**src/design/pcr_defs.vh**
```
/*
 * pcr_defs.vh: register offsets, field positions and reset values of the
 * peripheral control register bank.
 * assumes: included by the bank's design file only, by bare name.
 */
`ifndef PCR_DEFS_VH
`define PCR_DEFS_VH

// register offsets (byte-wide registers, plain address port)
`define PCR_ADDR_W            8
`define PCR_OFF_BUZ_CTL       8'h0e
`define PCR_OFF_RESERVED      8'h0f
`define PCR_OFF_PWM0_PRD      8'h10
`define PCR_OFF_PWM1_PRD      8'h11
`define PCR_OFF_PA_IEN        8'h12
`define PCR_OFF_PB_IEN        8'h13
`define PCR_OFF_PD_IEN        8'h14
`define PCR_OFF_PB_WKEN       8'h15
`define PCR_OFF_PWM_CTL       8'h16

// reset values
`define PCR_RST_BUZ_PSC       2'h0
`define PCR_RST_BUZ_PRD       6'h00
`define PCR_RST_PWM_PRD       8'hff
`define PCR_RST_PA_IEN        8'hff
`define PCR_RST_PB_IEN        6'h3f
`define PCR_RST_PD_IEN        8'hff
`define PCR_RST_PB_WKEN       6'h00
`define PCR_RST_PWM_CTL       8'h00
`define PCR_RST_CH_MODE       2'h0
`define PCR_RST_CH_NOV        2'h0
`define PCR_RST_BUZ_DIV       3'h3

// field positions
`define PCR_BUZ_PSC_HI        7
`define PCR_BUZ_PSC_LO        6
`define PCR_BUZ_PRD_HI        5
`define PCR_BUZ_PRD_LO        0
`define PCR_CH1_MODE_HI       7
`define PCR_CH1_MODE_LO       6
`define PCR_CH1_NOV_HI        5
`define PCR_CH1_NOV_LO        4
`define PCR_CH0_MODE_HI       3
`define PCR_CH0_MODE_LO       2
`define PCR_CH0_NOV_HI        1
`define PCR_CH0_NOV_LO        0

// buzzer prescale divide ratios, as log2 of the divisor
`define PCR_BUZ_DIV_LOG2_BASE 3'h3

// non-overlap clock counts for selects 00..11
`define PCR_NOV_CLK_0         3'h0
`define PCR_NOV_CLK_1         3'h1
`define PCR_NOV_CLK_2         3'h2
`define PCR_NOV_CLK_3         3'h4

`endif

```
**src/design/pcr_regs.v**
```verilog
/*
 * pcr_regs.v: write-only byte-wide control register bank for the buzzer
 * prescaler and period, the PWM periods and output modes, the port digital
 * input enables and the port B low-level wake-up enables.
 * assumes: a plain register port synchronous to clk_sys; the buzzer tone and
 * PWM datapaths sit outside; the buzzer prescaler and port input gating are in here.
 */
// The plain strobed port was chosen for this implementation.
`timescale 1ns/1ns
`default_nettype none
`include "pcr_defs.vh"

////////////////////////////////////////////////////////////////////////////
module pcr_regs (
    // clock and reset
    input  wire        clk_sys,
    input  wire        sys_rst,
    // register port
    input  wire [7:0]  reg_addr,
    input  wire [7:0]  reg_wdata,
    input  wire        reg_wr,
    input  wire        reg_rd,
    output reg  [7:0]  reg_rdata,
    // buzzer controls
    output reg  [1:0]  buzzer_prescale_select,
    output reg  [2:0]  buzzer_div_log2,
    output reg  [5:0]  buzzer_period_value,
    output reg         buzzer_clk_en,
    // pwm controls
    output reg  [7:0]  pwm_ch0_period,
    output reg  [7:0]  pwm_ch1_period,
    output reg  [1:0]  ch0_differential_mode,
    output reg  [1:0]  ch1_differential_mode,
    output reg  [1:0]  ch0_nonoverlap_select,
    output reg  [1:0]  ch1_nonoverlap_select,
    output reg  [2:0]  ch0_nonoverlap_clks,
    output reg  [2:0]  ch1_nonoverlap_clks,
    // port gating
    input  wire [7:0]  port_a_pin_in,
    input  wire [5:0]  port_b_pin_in,
    input  wire [7:0]  port_d_pin_in,
    output reg  [7:0]  port_a_input_enable,
    output reg  [5:0]  port_b_input_enable,
    output reg  [7:0]  port_d_input_enable,
    output reg  [7:0]  port_a_din,
    output reg  [5:0]  port_b_din,
    output reg  [7:0]  port_d_din,
    // wake-up
    output reg  [5:0]  port_b_wakeup_enable,
    output reg         wakeup_req,
    // misuse flag
    output reg         reserved_write_seen
);

    ////////////////////////////////////////////////////////////////////////
    // helpers

    function [2:0] nov_clks;
        input [1:0] sel;
        begin
            case (sel)
                2'h0:    nov_clks = `PCR_NOV_CLK_0;
                2'h1:    nov_clks = `PCR_NOV_CLK_1;
                2'h2:    nov_clks = `PCR_NOV_CLK_2;
                default: nov_clks = `PCR_NOV_CLK_3;
            endcase
        end
    endfunction

    function [2:0] div_log2;
        input [1:0] sel;
        begin
            div_log2 = {1'b0, sel} + `PCR_BUZ_DIV_LOG2_BASE;
        end
    endfunction

    ////////////////////////////////////////////////////////////////////////
    // write decode

    // one comparator per register; all share the same qualifier
    function wr_hit;
        input       wr;
        input [7:0] addr;
        input [7:0] offset;
        begin
            wr_hit = wr && (addr == offset);
        end
    endfunction

    wire       wr_buz  = wr_hit(reg_wr, reg_addr, `PCR_OFF_BUZ_CTL);
    wire       wr_p0   = wr_hit(reg_wr, reg_addr, `PCR_OFF_PWM0_PRD);
    wire       wr_p1   = wr_hit(reg_wr, reg_addr, `PCR_OFF_PWM1_PRD);
    wire       wr_pa   = wr_hit(reg_wr, reg_addr, `PCR_OFF_PA_IEN);
    wire       wr_pb   = wr_hit(reg_wr, reg_addr, `PCR_OFF_PB_IEN);
    wire       wr_pd   = wr_hit(reg_wr, reg_addr, `PCR_OFF_PD_IEN);
    wire       wr_wk   = wr_hit(reg_wr, reg_addr, `PCR_OFF_PB_WKEN);
    wire       wr_ctl  = wr_hit(reg_wr, reg_addr, `PCR_OFF_PWM_CTL);
    // the reserved slot holds nothing here; a write is only recorded
    wire       wr_rsv  = wr_hit(reg_wr, reg_addr, `PCR_OFF_RESERVED);

    ////////////////////////////////////////////////////////////////////////
    // next values: hold unless the matching offset is written

    reg  [1:0] nxt_buzzer_prescale_select;
    reg  [5:0] nxt_buzzer_period_value;
    reg  [7:0] nxt_pwm_ch0_period;
    reg  [7:0] nxt_pwm_ch1_period;
    reg  [7:0] nxt_port_a_input_enable;
    reg  [5:0] nxt_port_b_input_enable;
    reg  [7:0] nxt_port_d_input_enable;
    reg  [5:0] nxt_port_b_wakeup_enable;
    reg  [1:0] nxt_ch1_differential_mode;
    reg  [1:0] nxt_ch1_nonoverlap_select;
    reg  [1:0] nxt_ch0_differential_mode;
    reg  [1:0] nxt_ch0_nonoverlap_select;
    reg        nxt_reserved_write_seen;

    always @* begin
        nxt_buzzer_prescale_select = buzzer_prescale_select;
        nxt_buzzer_period_value    = buzzer_period_value;
        nxt_pwm_ch0_period         = pwm_ch0_period;
        nxt_pwm_ch1_period         = pwm_ch1_period;
        nxt_port_a_input_enable    = port_a_input_enable;
        nxt_port_b_input_enable    = port_b_input_enable;
        nxt_port_d_input_enable    = port_d_input_enable;
        nxt_port_b_wakeup_enable   = port_b_wakeup_enable;
        nxt_ch1_differential_mode  = ch1_differential_mode;
        nxt_ch1_nonoverlap_select  = ch1_nonoverlap_select;
        nxt_ch0_differential_mode  = ch0_differential_mode;
        nxt_ch0_nonoverlap_select  = ch0_nonoverlap_select;
        nxt_reserved_write_seen    = reserved_write_seen;
        if (wr_buz) begin
            nxt_buzzer_prescale_select =
                reg_wdata[`PCR_BUZ_PSC_HI:`PCR_BUZ_PSC_LO];
            nxt_buzzer_period_value =
                reg_wdata[`PCR_BUZ_PRD_HI:`PCR_BUZ_PRD_LO];
        end
        if (wr_p0) begin
            nxt_pwm_ch0_period = reg_wdata;
        end
        if (wr_p1) begin
            nxt_pwm_ch1_period = reg_wdata;
        end
        if (wr_pa) begin
            nxt_port_a_input_enable = reg_wdata;
        end
        // port B has six pins; the top two data bits are dropped
        if (wr_pb) begin
            nxt_port_b_input_enable = reg_wdata[5:0];
        end
        if (wr_pd) begin
            nxt_port_d_input_enable = reg_wdata;
        end
        if (wr_wk) begin
            nxt_port_b_wakeup_enable = reg_wdata[5:0];
        end
        if (wr_ctl) begin
            nxt_ch1_differential_mode =
                reg_wdata[`PCR_CH1_MODE_HI:`PCR_CH1_MODE_LO];
            nxt_ch1_nonoverlap_select =
                reg_wdata[`PCR_CH1_NOV_HI:`PCR_CH1_NOV_LO];
            nxt_ch0_differential_mode =
                reg_wdata[`PCR_CH0_MODE_HI:`PCR_CH0_MODE_LO];
            nxt_ch0_nonoverlap_select =
                reg_wdata[`PCR_CH0_NOV_HI:`PCR_CH0_NOV_LO];
        end
        // sticky so a misbehaving driver can be spotted later
        if (wr_rsv) begin
            nxt_reserved_write_seen = 1'b1;
        end
    end

    ////////////////////////////////////////////////////////////////////////
    // buzzer control register

    always @(posedge clk_sys) begin
        if (sys_rst) begin
            buzzer_prescale_select <= `PCR_RST_BUZ_PSC;
            buzzer_period_value    <= `PCR_RST_BUZ_PRD;
        end else begin
            buzzer_prescale_select <= nxt_buzzer_prescale_select;
            buzzer_period_value    <= nxt_buzzer_period_value;
        end
    end

    ////////////////////////////////////////////////////////////////////////
    // pwm period registers

    always @(posedge clk_sys) begin
        if (sys_rst) begin
            pwm_ch0_period <= `PCR_RST_PWM_PRD;
            pwm_ch1_period <= `PCR_RST_PWM_PRD;
        end else begin
            pwm_ch0_period <= nxt_pwm_ch0_period;
            pwm_ch1_period <= nxt_pwm_ch1_period;
        end
    end

    ////////////////////////////////////////////////////////////////////////
    // port input enable registers

    always @(posedge clk_sys) begin
        if (sys_rst) begin
            port_a_input_enable <= `PCR_RST_PA_IEN;
            port_b_input_enable <= `PCR_RST_PB_IEN;
            port_d_input_enable <= `PCR_RST_PD_IEN;
        end else begin
            port_a_input_enable <= nxt_port_a_input_enable;
            port_b_input_enable <= nxt_port_b_input_enable;
            port_d_input_enable <= nxt_port_d_input_enable;
        end
    end

    ////////////////////////////////////////////////////////////////////////
    // port B wake-up enable register

    always @(posedge clk_sys) begin
        if (sys_rst) begin
            port_b_wakeup_enable <= `PCR_RST_PB_WKEN;
        end else begin
            port_b_wakeup_enable <= nxt_port_b_wakeup_enable;
        end
    end

    ////////////////////////////////////////////////////////////////////////
    // pwm output control register

    always @(posedge clk_sys) begin
        if (sys_rst) begin
            ch1_differential_mode <= `PCR_RST_CH_MODE;
            ch1_nonoverlap_select <= `PCR_RST_CH_NOV;
            ch0_differential_mode <= `PCR_RST_CH_MODE;
            ch0_nonoverlap_select <= `PCR_RST_CH_NOV;
        end else begin
            ch1_differential_mode <= nxt_ch1_differential_mode;
            ch1_nonoverlap_select <= nxt_ch1_nonoverlap_select;
            ch0_differential_mode <= nxt_ch0_differential_mode;
            ch0_nonoverlap_select <= nxt_ch0_nonoverlap_select;
        end
    end

    ////////////////////////////////////////////////////////////////////////
    // reserved slot misuse flag

    always @(posedge clk_sys) begin
        if (sys_rst) begin
            reserved_write_seen <= 1'b0;
        end else begin
            reserved_write_seen <= nxt_reserved_write_seen;
        end
    end

    ////////////////////////////////////////////////////////////////////////
    // decoded controls, registered so every output is a flip-flop

    reg  [2:0] nxt_buzzer_div_log2;
    reg  [2:0] nxt_ch0_nonoverlap_clks;
    reg  [2:0] nxt_ch1_nonoverlap_clks;

    always @* begin
        nxt_buzzer_div_log2 = div_log2(buzzer_prescale_select);
        nxt_ch0_nonoverlap_clks = nov_clks(ch0_nonoverlap_select);
        nxt_ch1_nonoverlap_clks = nov_clks(ch1_nonoverlap_select);
    end

    always @(posedge clk_sys) begin
        if (sys_rst) begin
            buzzer_div_log2     <= `PCR_RST_BUZ_DIV;
            ch0_nonoverlap_clks <= `PCR_NOV_CLK_0;
            ch1_nonoverlap_clks <= `PCR_NOV_CLK_0;
        end else begin
            buzzer_div_log2     <= nxt_buzzer_div_log2;
            ch0_nonoverlap_clks <= nxt_ch0_nonoverlap_clks;
            ch1_nonoverlap_clks <= nxt_ch1_nonoverlap_clks;
        end
    end

    ////////////////////////////////////////////////////////////////////////
    // buzzer clock prescaler: one-cycle enable every 8/16/32/64 clocks

    reg  [5:0] psc_cnt_ff;
    wire [5:0] psc_last = (6'h01 << buzzer_div_log2) - 6'h01;
    wire [5:0] nxt_psc_cnt = (psc_cnt_ff >= psc_last) ? 6'h00
                                                      : psc_cnt_ff + 6'h01;

    always @(posedge clk_sys) begin
        if (sys_rst) begin
            psc_cnt_ff    <= 6'h00;
            buzzer_clk_en <= 1'b0;
        end else begin
            psc_cnt_ff    <= nxt_psc_cnt;
            buzzer_clk_en <= (psc_cnt_ff >= psc_last);
        end
    end

    ////////////////////////////////////////////////////////////////////////
    // port input gating and wake-up

    reg  [7:0] nxt_port_a_din;
    reg  [5:0] nxt_port_b_din;
    reg  [7:0] nxt_port_d_din;
    reg        nxt_wakeup_req;

    always @* begin
        // a blocked pin reads as zero
        nxt_port_a_din = port_a_pin_in & port_a_input_enable;
        nxt_port_b_din = port_b_pin_in & port_b_input_enable;
        nxt_port_d_din = port_d_pin_in & port_d_input_enable;
        // wake works on the raw pin: gating the input must not mask it
        nxt_wakeup_req = |(~port_b_pin_in & port_b_wakeup_enable);
    end

    always @(posedge clk_sys) begin
        if (sys_rst) begin
            port_a_din <= 8'h00;
            port_b_din <= 6'h00;
            port_d_din <= 8'h00;
            wakeup_req <= 1'b0;
        end else begin
            port_a_din <= nxt_port_a_din;
            port_b_din <= nxt_port_b_din;
            port_d_din <= nxt_port_d_din;
            wakeup_req <= nxt_wakeup_req;
        end
    end

    ////////////////////////////////////////////////////////////////////////
    // read port: registers are write-only, reads return zero

    always @(posedge clk_sys) begin
        if (sys_rst)
            reg_rdata <= 8'h00;
        else
            reg_rdata <= 8'h00;
    end

endmodule

`default_nettype wire

```
**config.mk**
```make
export PLATFORM = sky130hd
export DESIGN_NAME = pcr_regs
export DESIGN_NICKNAME = d
export VERILOG_FILES = /design/src/design/pcr_regs.v
export VERILOG_INCLUDE_DIRS = /design/src /design/src/design
export SDC_FILE = /design/constraint.sdc
export NUM_CORES = 1
export LEC_CHECK = 0
export BUFFER_PORTS_ARGS = -buffer_cell sky130_fd_sc_hd__buf_2
export CAP_MARGIN = 40
export CORE_MARGIN = 3
export CORE_UTILIZATION = 45
export CTS_CLUSTER_SIZE = 20
export DETAILED_ROUTE_END_ITERATION = 10
export PLACE_DENSITY = 0.82
export SLEW_MARGIN = 20
export SYNTH_ARGS = -nofsm -noshare
export SYNTH_HDL_FRONTEND = slang
export SYNTH_SLANG_ARGS = --single-unit
```
**constraint.sdc**
```tcl
create_clock -name clk_sys -period 3.4 [get_ports clk_sys]
set_input_delay 0.17 -clock clk_sys [delete_from_list [all_inputs] [get_ports clk_sys]]
set_output_delay 0.17 -clock clk_sys [all_outputs]
set_load 0.02 [all_outputs]
```
# Word level (Yosys, flattened, before mapping)
# Cells that the tools add are included.
# word_totals
regBits	100
inputBits	42
output_inout_bits	102
# classes
n_addsub	3
n_lt_le_gt_ge	1
eq_ne	13
n_shift	1
mux	2
n_bitwise	5
reduce_logical	13
# ops
cell	n
$eq A8 B5 Y1 const B	7
$pmux W3 S3	2
$and A8 B8 Y8	2
$eq A8 B4 Y1 const B	2
$and A6 B6 Y6	2
$logic_and A1 B1 Y1	9
$add A6 B1 Y6 const B	1
$ge A6 B6 Y1	1
$not A6 Y6	1
$reduce_or A6 Y1	1
$shl A1 B3 Y6 const A	1
$sub A6 B1 Y6 const B	1
$eq A2 B1 Y1 const B	2
$eq A2 B2 Y1 const B	2
$logic_not A2 Y1	2
$add A2 B2 Y3 const B	1
$reduce_or A2 Y1	1

# Depth between registers and ports, before layout
# Gate-level depths: netlist (run 1).
# depth
ltp_word	4
mapped_depth	6
depth_no_buf	6

# Least setup slack after synthesis (run 1)
# OpenSTA, ideal clock, no wires.
# synth_timing
path_kind	reg-to-reg
startpoint	register buzzer_div_log2[1]
endpoint	register buzzer_clk_en
setup_ns	0.115
t_arrival_ns	1.606
t_required_ns	3.285
setup_slack_ns	1.679
stages_incl_launch_ff	7
path_buffers	0
period_less_slack_ns	1.721
path_cell_list	dfxtp_1 or3_1 ha_1 nand2b_1 a21oi_1 o221ai_1 and2_1
# synth_between
elab_chain_len	3
# synth_lines
item	line_no	text
from (decl)	pcr_regs.v:26	output reg [2:0] buzzer_div_log2,
from (signal assigned)	pcr_regs.v:268	buzzer_div_log2 <= `PCR_RST_BUZ_DIV;
from (signal assigned)	pcr_regs.v:272	buzzer_div_log2 <= nxt_buzzer_div_log2;
$shl A1 B3 Y6	pcr_regs.v:282	wire [5:0] psc_last = (6'h01 << buzzer_div_log2) - 6'h01;
$sub A6 B1 Y6	pcr_regs.v:282	
$ge A6 B6 Y1	pcr_regs.v:292	buzzer_clk_en <= (psc_cnt_ff >= psc_last);
to (signal assigned)	pcr_regs.v:292	
to (decl)	pcr_regs.v:28	output reg buzzer_clk_en,
# No other way between the ends.
# A chain may end at the register's enable or synchronous reset.

# Worst setup path in the final report (run 1)
# layout_timing
startpoint	input reg_addr[5]
endpoint	register pwm_ch1_period[3]
# layout_between
elab_chain_len	2
# layout_lines
item	line_no	text
from (decl)	pcr_regs.v:19	input wire [7:0] reg_addr,
$eq A8 B5 Y1	pcr_regs.v:86	wr_hit = wr && (addr == offset);
$logic_and A1 B1 Y1	pcr_regs.v:86	
to (signal assigned)	pcr_regs.v:192	pwm_ch1_period <= `PCR_RST_PWM_PRD;
to (signal assigned)	pcr_regs.v:195	pwm_ch1_period <= nxt_pwm_ch1_period;
to (decl)	pcr_regs.v:31	output reg [7:0] pwm_ch1_period,
# No other way between the ends.

==> flow_metrics.env, run 1 <==
export IMPL_final_cell_area_um2=4620
export IMPL_viasPerCell=4.97
export IMPL_vdd_ir_drop_max_uv=189
export IMPL_cts_setup_buffers=0
export IMPL_fin_cells=591
export IMPL_hpwl_mm=6.73
export IMPL_netlist_top_cells_count="100 x dfxtp_1, 68 x nor2_1, 51 x mux2i_1"
export IMPL_cts_tree="built"
export IMPL_path_cells="buf_2, or3_1, nor4b_4, nand4b_1, mux2i_1"
export IMPL_reg2regPathDepth=6
export IMPL_synth_compound_area_frac=0.0325
export IMPL_netlist_instances=354
export IMPL_final_setup_worst_slack_ns=1.47
export IMPL_grt_pass1_wl_mm=14.3
export IMPL_drt_wl_total_mm=8.89
export IMPL_syn_cell_area_um2=3700
export IMPL_cp_required_ns=3.67
export IMPL_synth_area_mux_share=0.138
export IMPL_slew_violations=0
export IMPL_drt_iter0_drc=45
export IMPL_outcome="completed"
export IMPL_firstDrtPassIters=4
export IMPL_wl_per_cell_um=15.0
export IMPL_numCtsBuffers=9
export IMPL_power_density_nw_per_um2=455
export IMPL_vias=2939
export IMPL_r2r_start="buzzer_div_log2[1]"
export IMPL_postLayoutCoreUtil=0.588
export IMPL_initial_core_util=0.471
export IMPL_setup_viol=0
export IMPL_diodes=0
export IMPL_synth_edf_count=0
export IMPL_postCtsResizedCells=0
export IMPL_antenna_found_initial=0
export IMPL_clk_insertion_delay_late_ns=0.35
export IMPL_ys_warnings_count=0
export IMPL_grt_max_degree=47
export IMPL_cts_sinks=100
export IMPL_crit_fanout=8
export IMPL_fp_coreArea_um2=7850
export IMPL_synth_area_leaders="dfxtp_1 54%, mux2i_1 14%, nor2_1 6.9%, and3_1 4.2%, ha_1 2.7%"
export IMPL_die_area_um2=9350
export IMPL_num_io_pins=144
export IMPL_cp_start_kind="primary input"
export IMPL_fin_hold_ws_ns=0.0435
export IMPL_reg2reg_to="psc_cnt_ff[3]"
export IMPL_synth_adder_area_share=0.0271
export IMPL_holdPathStages=2
export IMPL_drcViolationCount=0
export IMPL_layout_nets=535
export IMPL_die_h_um=96.7
export IMPL_grt_ovfl_total=0
export IMPL_root_buffer="clkbuf_8"
export IMPL_min_path_type="in2reg"
export IMPL_die_x_um=96.7
export IMPL_cap_violations=0
export IMPL_syn_to_final_growth_pct=24.8
export IMPL_synth_most_common_cell="dfxtp_1"
export IMPL_yosysSeqAreaShare=0.541
export IMPL_cp_slowest_cell="or3_1"
export IMPL_yosys_area_top_type="dfxtp_1"
export IMPL_ys_flop_type="dfxtp_1"
export IMPL_synth_avg_cell_area_um2=10.5
export IMPL_clk_pin_slew_ns=0.09
export IMPL_max_freq_mhz=517
export IMPL_synth_top_family_by_area="simple AND/OR/NAND/NOR gates"
export IMPL_synth_xor_area_share=0.00947
export IMPL_relSlewSlack=0.484
export IMPL_track_usage=0.190
export IMPL_min_to="port_a_din[3]"
export IMPL_postCtsHoldBufs=0
export IMPL_finalPower_mw=2.10
export IMPL_htreeDepth=3
export IMPL_yosys_area_share_simple=0.203
export IMPL_rsz0062_at_grt="false"
export IMPL_rows=32
export IMPL_layout_drive_gt1_share=0.325
export IMPL_final_hold_viol_count=0
export IMPL_portBuffers=134
export IMPL_pre_cts_ws_ns=1.08
export IMPL_dpl_cell_count=575
export IMPL_finalWeightedCongestion=0.771
export IMPL_max_clock_path_buffers=2
export IMPL_fin_setup_tns_ns=0
export IMPL_skew_ns=0.00726
export IMPL_p_leak_nw=2.24
export IMPL_r2r_setup_slack_ns=1.56
export IMPL_synth_cell_types=36
export IMPL_postPlaceCellArea_um2=4400
export IMPL_period_share=0.569
export IMPL_ys_ff_latch=100
export IMPL_worstPathArrival_ns=2.21
export IMPL_critPathMaxStageDelay_ns=0.57
export IMPL_synthArstFlopShare=0
export IMPL_grt_pass1_vias=2824
export IMPL_critPathKind="in2reg"
export IMPL_period_minus_slack_ns=1.93
export IMPL_worst_pin_slew_ns=0.768
export IMPL_ant_nets=0
export IMPL_synth_top_area_frac=0.541
export IMPL_end_kind="flop"
export IMPL_min_from="port_a_pin_in[3]"
[routing by layer]
layer  share of wire  wire length, um  vias up  GRT usage
li1                -                -     1448          -
met1            0.43             3830     1372      0.239
met2            0.49             4320      106      0.308
met3           0.065              576       13     0.0505
met4           0.018              161        0     0.0778
met5               0                0        -          0
[worst max-delay path by stage]
stage,slack (ns),to,cells past startpoint,from
after floorplan,1.68,buzzer_clk_en,6,buzzer_div_log2[1]
after global placement,1.14,pwm_ch1_period[1],5,reg_addr[5]
after detailed placement,1.08,pwm_ch1_period[2],5,reg_addr[5]
after CTS,1.46,pwm_ch1_period[2],5,reg_addr[5]
after global routing,1.34,pwm_ch1_period[0],5,reg_addr[5]
final,1.47,pwm_ch1_period[3],5,reg_addr[5]
[critical path, delay by kind of cell]
| family | cells | cell delay [ns] |
|---|---|---|
| and+or+nand+nor | 3 | 1.62 |
| muxes | 1 | 0.32 |
| buffers and inverters | 1 | 0.09 |
[final cells by class]
class	instances	area [um^2]
sequential	100	2000
clock inverter	5	61.3
inverter	11	41.3
multi-input combinational	226	1550
fill	690	3230
clock buffer	10	138
timing repair buffer	137	701
tap	102	128
[flip-flops by register name, indices dropped and copies added (netlist names), 8 cells and up]
name                 count
pwm_ch0_period           8
port_d_input_enable      8
port_a_input_enable      8
port_d_din               8
port_a_din               8
pwm_ch1_period           8
[cell usage in the layout (no fill, tap or decap), types with 2 or more instances in the layout]
cell type and instances:
nor2_1 68, o21ai_0 2, dfxtp_1 100, or3_1 2, nand2_1 5, a21oi_1 13, ha_1 8, nand3b_1 3
nor3_1 9, clkinvlp_4 3, inv_1 11, conb_1 8, buf_2 134, mux2i_1 51, buf_4 2, nor4_4 4
nand3_1 4, nand2b_1 4, nor3b_1 4, clkbuf_8 10, and3_1 25, xor2_1 3
[kinds of logic after synthesis]
group	Yosys count
AOI/OAI and AO/OA	21
xor gates and xnor gates	4
adders and majority gates	8
buffers and inverters	35
DFF	100
muxes	51
other	1
and+or+nand+nor	134
[report_power, final]
part	internal [mW]	switching [mW]	leakage [nW]	total [mW]
Sequential	1.19	0.00801	0.814	1.20
Combinational	0.0504	0.0982	1.34	0.149
Clock	0.359	0.395	0.0910	0.754
No activity file was read; power rests on OpenSTA's default activity.
==> inputs of run 2 (changes only) <==
- clock period: 3.4 -> 1.9 ns (I/O delays scaled with it)
==> flow_metrics.env, run 2 (synthesis results as in run 1) <==
export IMPL_critPathKind="reg2reg"
export IMPL_end_kind="flop"
export IMPL_worstPathArrival_ns=2.01
export IMPL_syn_to_final_growth_pct=33.1
export IMPL_drcViolationCount=0
export IMPL_cp_start_kind="flop"
export IMPL_period_minus_slack_ns=1.76
export IMPL_cts_setup_buffers=0
export IMPL_cp_required_ns=2.15
export IMPL_layout_commonest_cell="buf_2"
export IMPL_power_density_nw_per_um2=785
export IMPL_diodes=0
export IMPL_worst_pin_slew_ns=0.604
export IMPL_rows=32
export IMPL_die_h_um=96.7
export IMPL_final_hold_viol_count=0
export IMPL_slew_violations=0
export IMPL_relSlewSlack=0.596
export IMPL_fin_hold_ws_ns=0.0252
export IMPL_critPathMaxStageDelay_ns=0.39
export IMPL_die_area_um2=9350
export IMPL_firstDrtPassIters=4
export IMPL_period_share=0.925
export IMPL_numCtsBuffers=9
export IMPL_initial_core_util=0.471
export IMPL_clk_insertion_delay_late_ns=0.36
export IMPL_hpwl_mm=6.98
export IMPL_p_leak_nw=2.40
export IMPL_cp_slowest_cell="or3_1"
export IMPL_num_io_pins=144
export IMPL_outcome="completed"
export IMPL_fillers=651
export IMPL_portBuffers=134
export IMPL_cap_violations=0
export IMPL_final_setup_worst_slack_ns=0.143
export IMPL_final_cell_mix="134 x buf_2, 100 x dfxtp_1, 68 x nor2_1"
export IMPL_htreeDepth=3
export IMPL_drt_wl_total_mm=9.65
export IMPL_crit_family="simple AND/OR/NAND/NOR gates"
export IMPL_root_buffer="clkbuf_8"
export IMPL_finalWeightedCongestion=0.789
export IMPL_clk_pin_slew_ns=0.10
export IMPL_layout_nets=567
export IMPL_cts_sinks=100
export IMPL_die_x_um=96.7
export IMPL_grt_max_degree=22
export IMPL_drt_iter0_drc=90
export IMPL_fin_setup_tns_ns=0
export IMPL_track_usage=0.209
export IMPL_setup_viol=0
export IMPL_skew_ns=0.0100
export IMPL_grt_pass1_wl_mm=15.7
export IMPL_fp_coreArea_um2=7850
export IMPL_pre_cts_ws_ns=0.0970
export IMPL_cts_tree="built"
export IMPL_rsz0062_at_grt="false"
export IMPL_min_path_type="in2reg"
export IMPL_grt_ovfl_total=0
export IMPL_antenna_found_initial=0
export IMPL_vias=3055
export IMPL_max_clock_path_buffers=2
export IMPL_wl_per_cell_um=15.5
export IMPL_max_freq_mhz=569
export IMPL_path_cells="or3_1, ha_1, nand2b_1, a21oi_2, o221ai_1, and2_1"
export IMPL_crit_buf_inv=0
export IMPL_vdd_ir_drop_max_uv=511
export IMPL_viasPerCell=4.90
export IMPL_layout_drive_gt1_share=0.330
export IMPL_grt_pass1_vias=3120
export IMPL_ant_nets=0
export IMPL_crit_fanout=6
run 2: cell count changes in the layout (fill, tap and decap cells not counted):
cell | before | now
clkinv_4 | 0 | 1
inv_8 | 0 | 3
dlygate4sd3_1 | 0 | 22
o21bai_1 | 1 | 0
a21oi_1 | 13 | 12
clkinvlp_4 | 3 | 1
buf_4 | 2 | 13
buf_8 | 1 | 0
clkbuf_8 | 10 | 9
a21oi_2 | 0 | 1
o21bai_2 | 0 | 1
run 2: worst paths after layout:
kind / start / endpoint / slack, ns / cells after the start
worst max-delay path: buzzer_div_log2[1] / buzzer_clk_en / 0.14 / 6
worst min-delay path: port_b_pin_in[3] / port_b_din[3] / 0.03 / 2
worst max register to register: buzzer_div_log2[1] / buzzer_clk_en / 0.14 / 6
worst min register to register: buzzer_prescale_select[0] / buzzer_div_log2[0] / 0.45 / 1
run 2: worst reg2reg max path, delay by kind of cell, from the launching register on:
kind | cells | cell delay (ns)
AO/OA/AOI/OAI | 2 | 0.32
AND/OR/NAND/NOR | 3 | 0.72
flip-flops | 1 | 0.36
adder cells (fa/ha/maj) | 1 | 0.27
run 2: final cells by class:
| type | count | area (um^2) | share of cell area |
|---|---|---|---|
| sequential | 100 | 2000 | 0.407 |
| multi-input combinational | 226 | 1550 | 0.315 |
| timing repair buffer | 169 | 988 | 0.201 |
| tap | 102 | 128 | 0.0259 |
| clock buffer | 9 | 124 | 0.0252 |
| clock inverter | 7 | 88.8 | 0.0180 |
| inverter | 11 | 41.3 | 0.00838 |
run 2: report_power, final:
part | internal, mW | leakage (nW) | switching [mW]
registers | 2.13 | 0.814 | 0.0151
clock network | 0.644 | 0.106 | 0.772
logic | 0.123 | 1.48 | 0.186
total | 2.89 | 2.40 | 0.974
run 2: what timing repair did:
action,CTS,global route
hold buffers,22,0
resized for setup,0,2
hold endpoints to repair,23,0
setup endpoints to repair,0,7
run 2: through the flow:
step / area [um^2] / util / power, mW / cells
2_1_floorplan: 3730 / - / 2.35 / 361
3_3_place_gp: 4480 / 0.571 / 2.46 / 586
3_5_place_dp: 4480 / 0.571 / 2.46 / 586
4_1_cts: 4920 / 0.627 / 3.90 / 624
5_1_grt: 4920 / 0.628 / 4.03 / 624
6_report: 4920 / 0.628 / 3.87 / 624
run 2: routing by layer:
layer	track usage	wire [um]	vias to the layer above
met2	0.380	5020	103
met3	0.0541	519	12
met5	0	0	-
met4	0.0626	163	0
met1	0.239	3940	1428
li1	-	-	1512
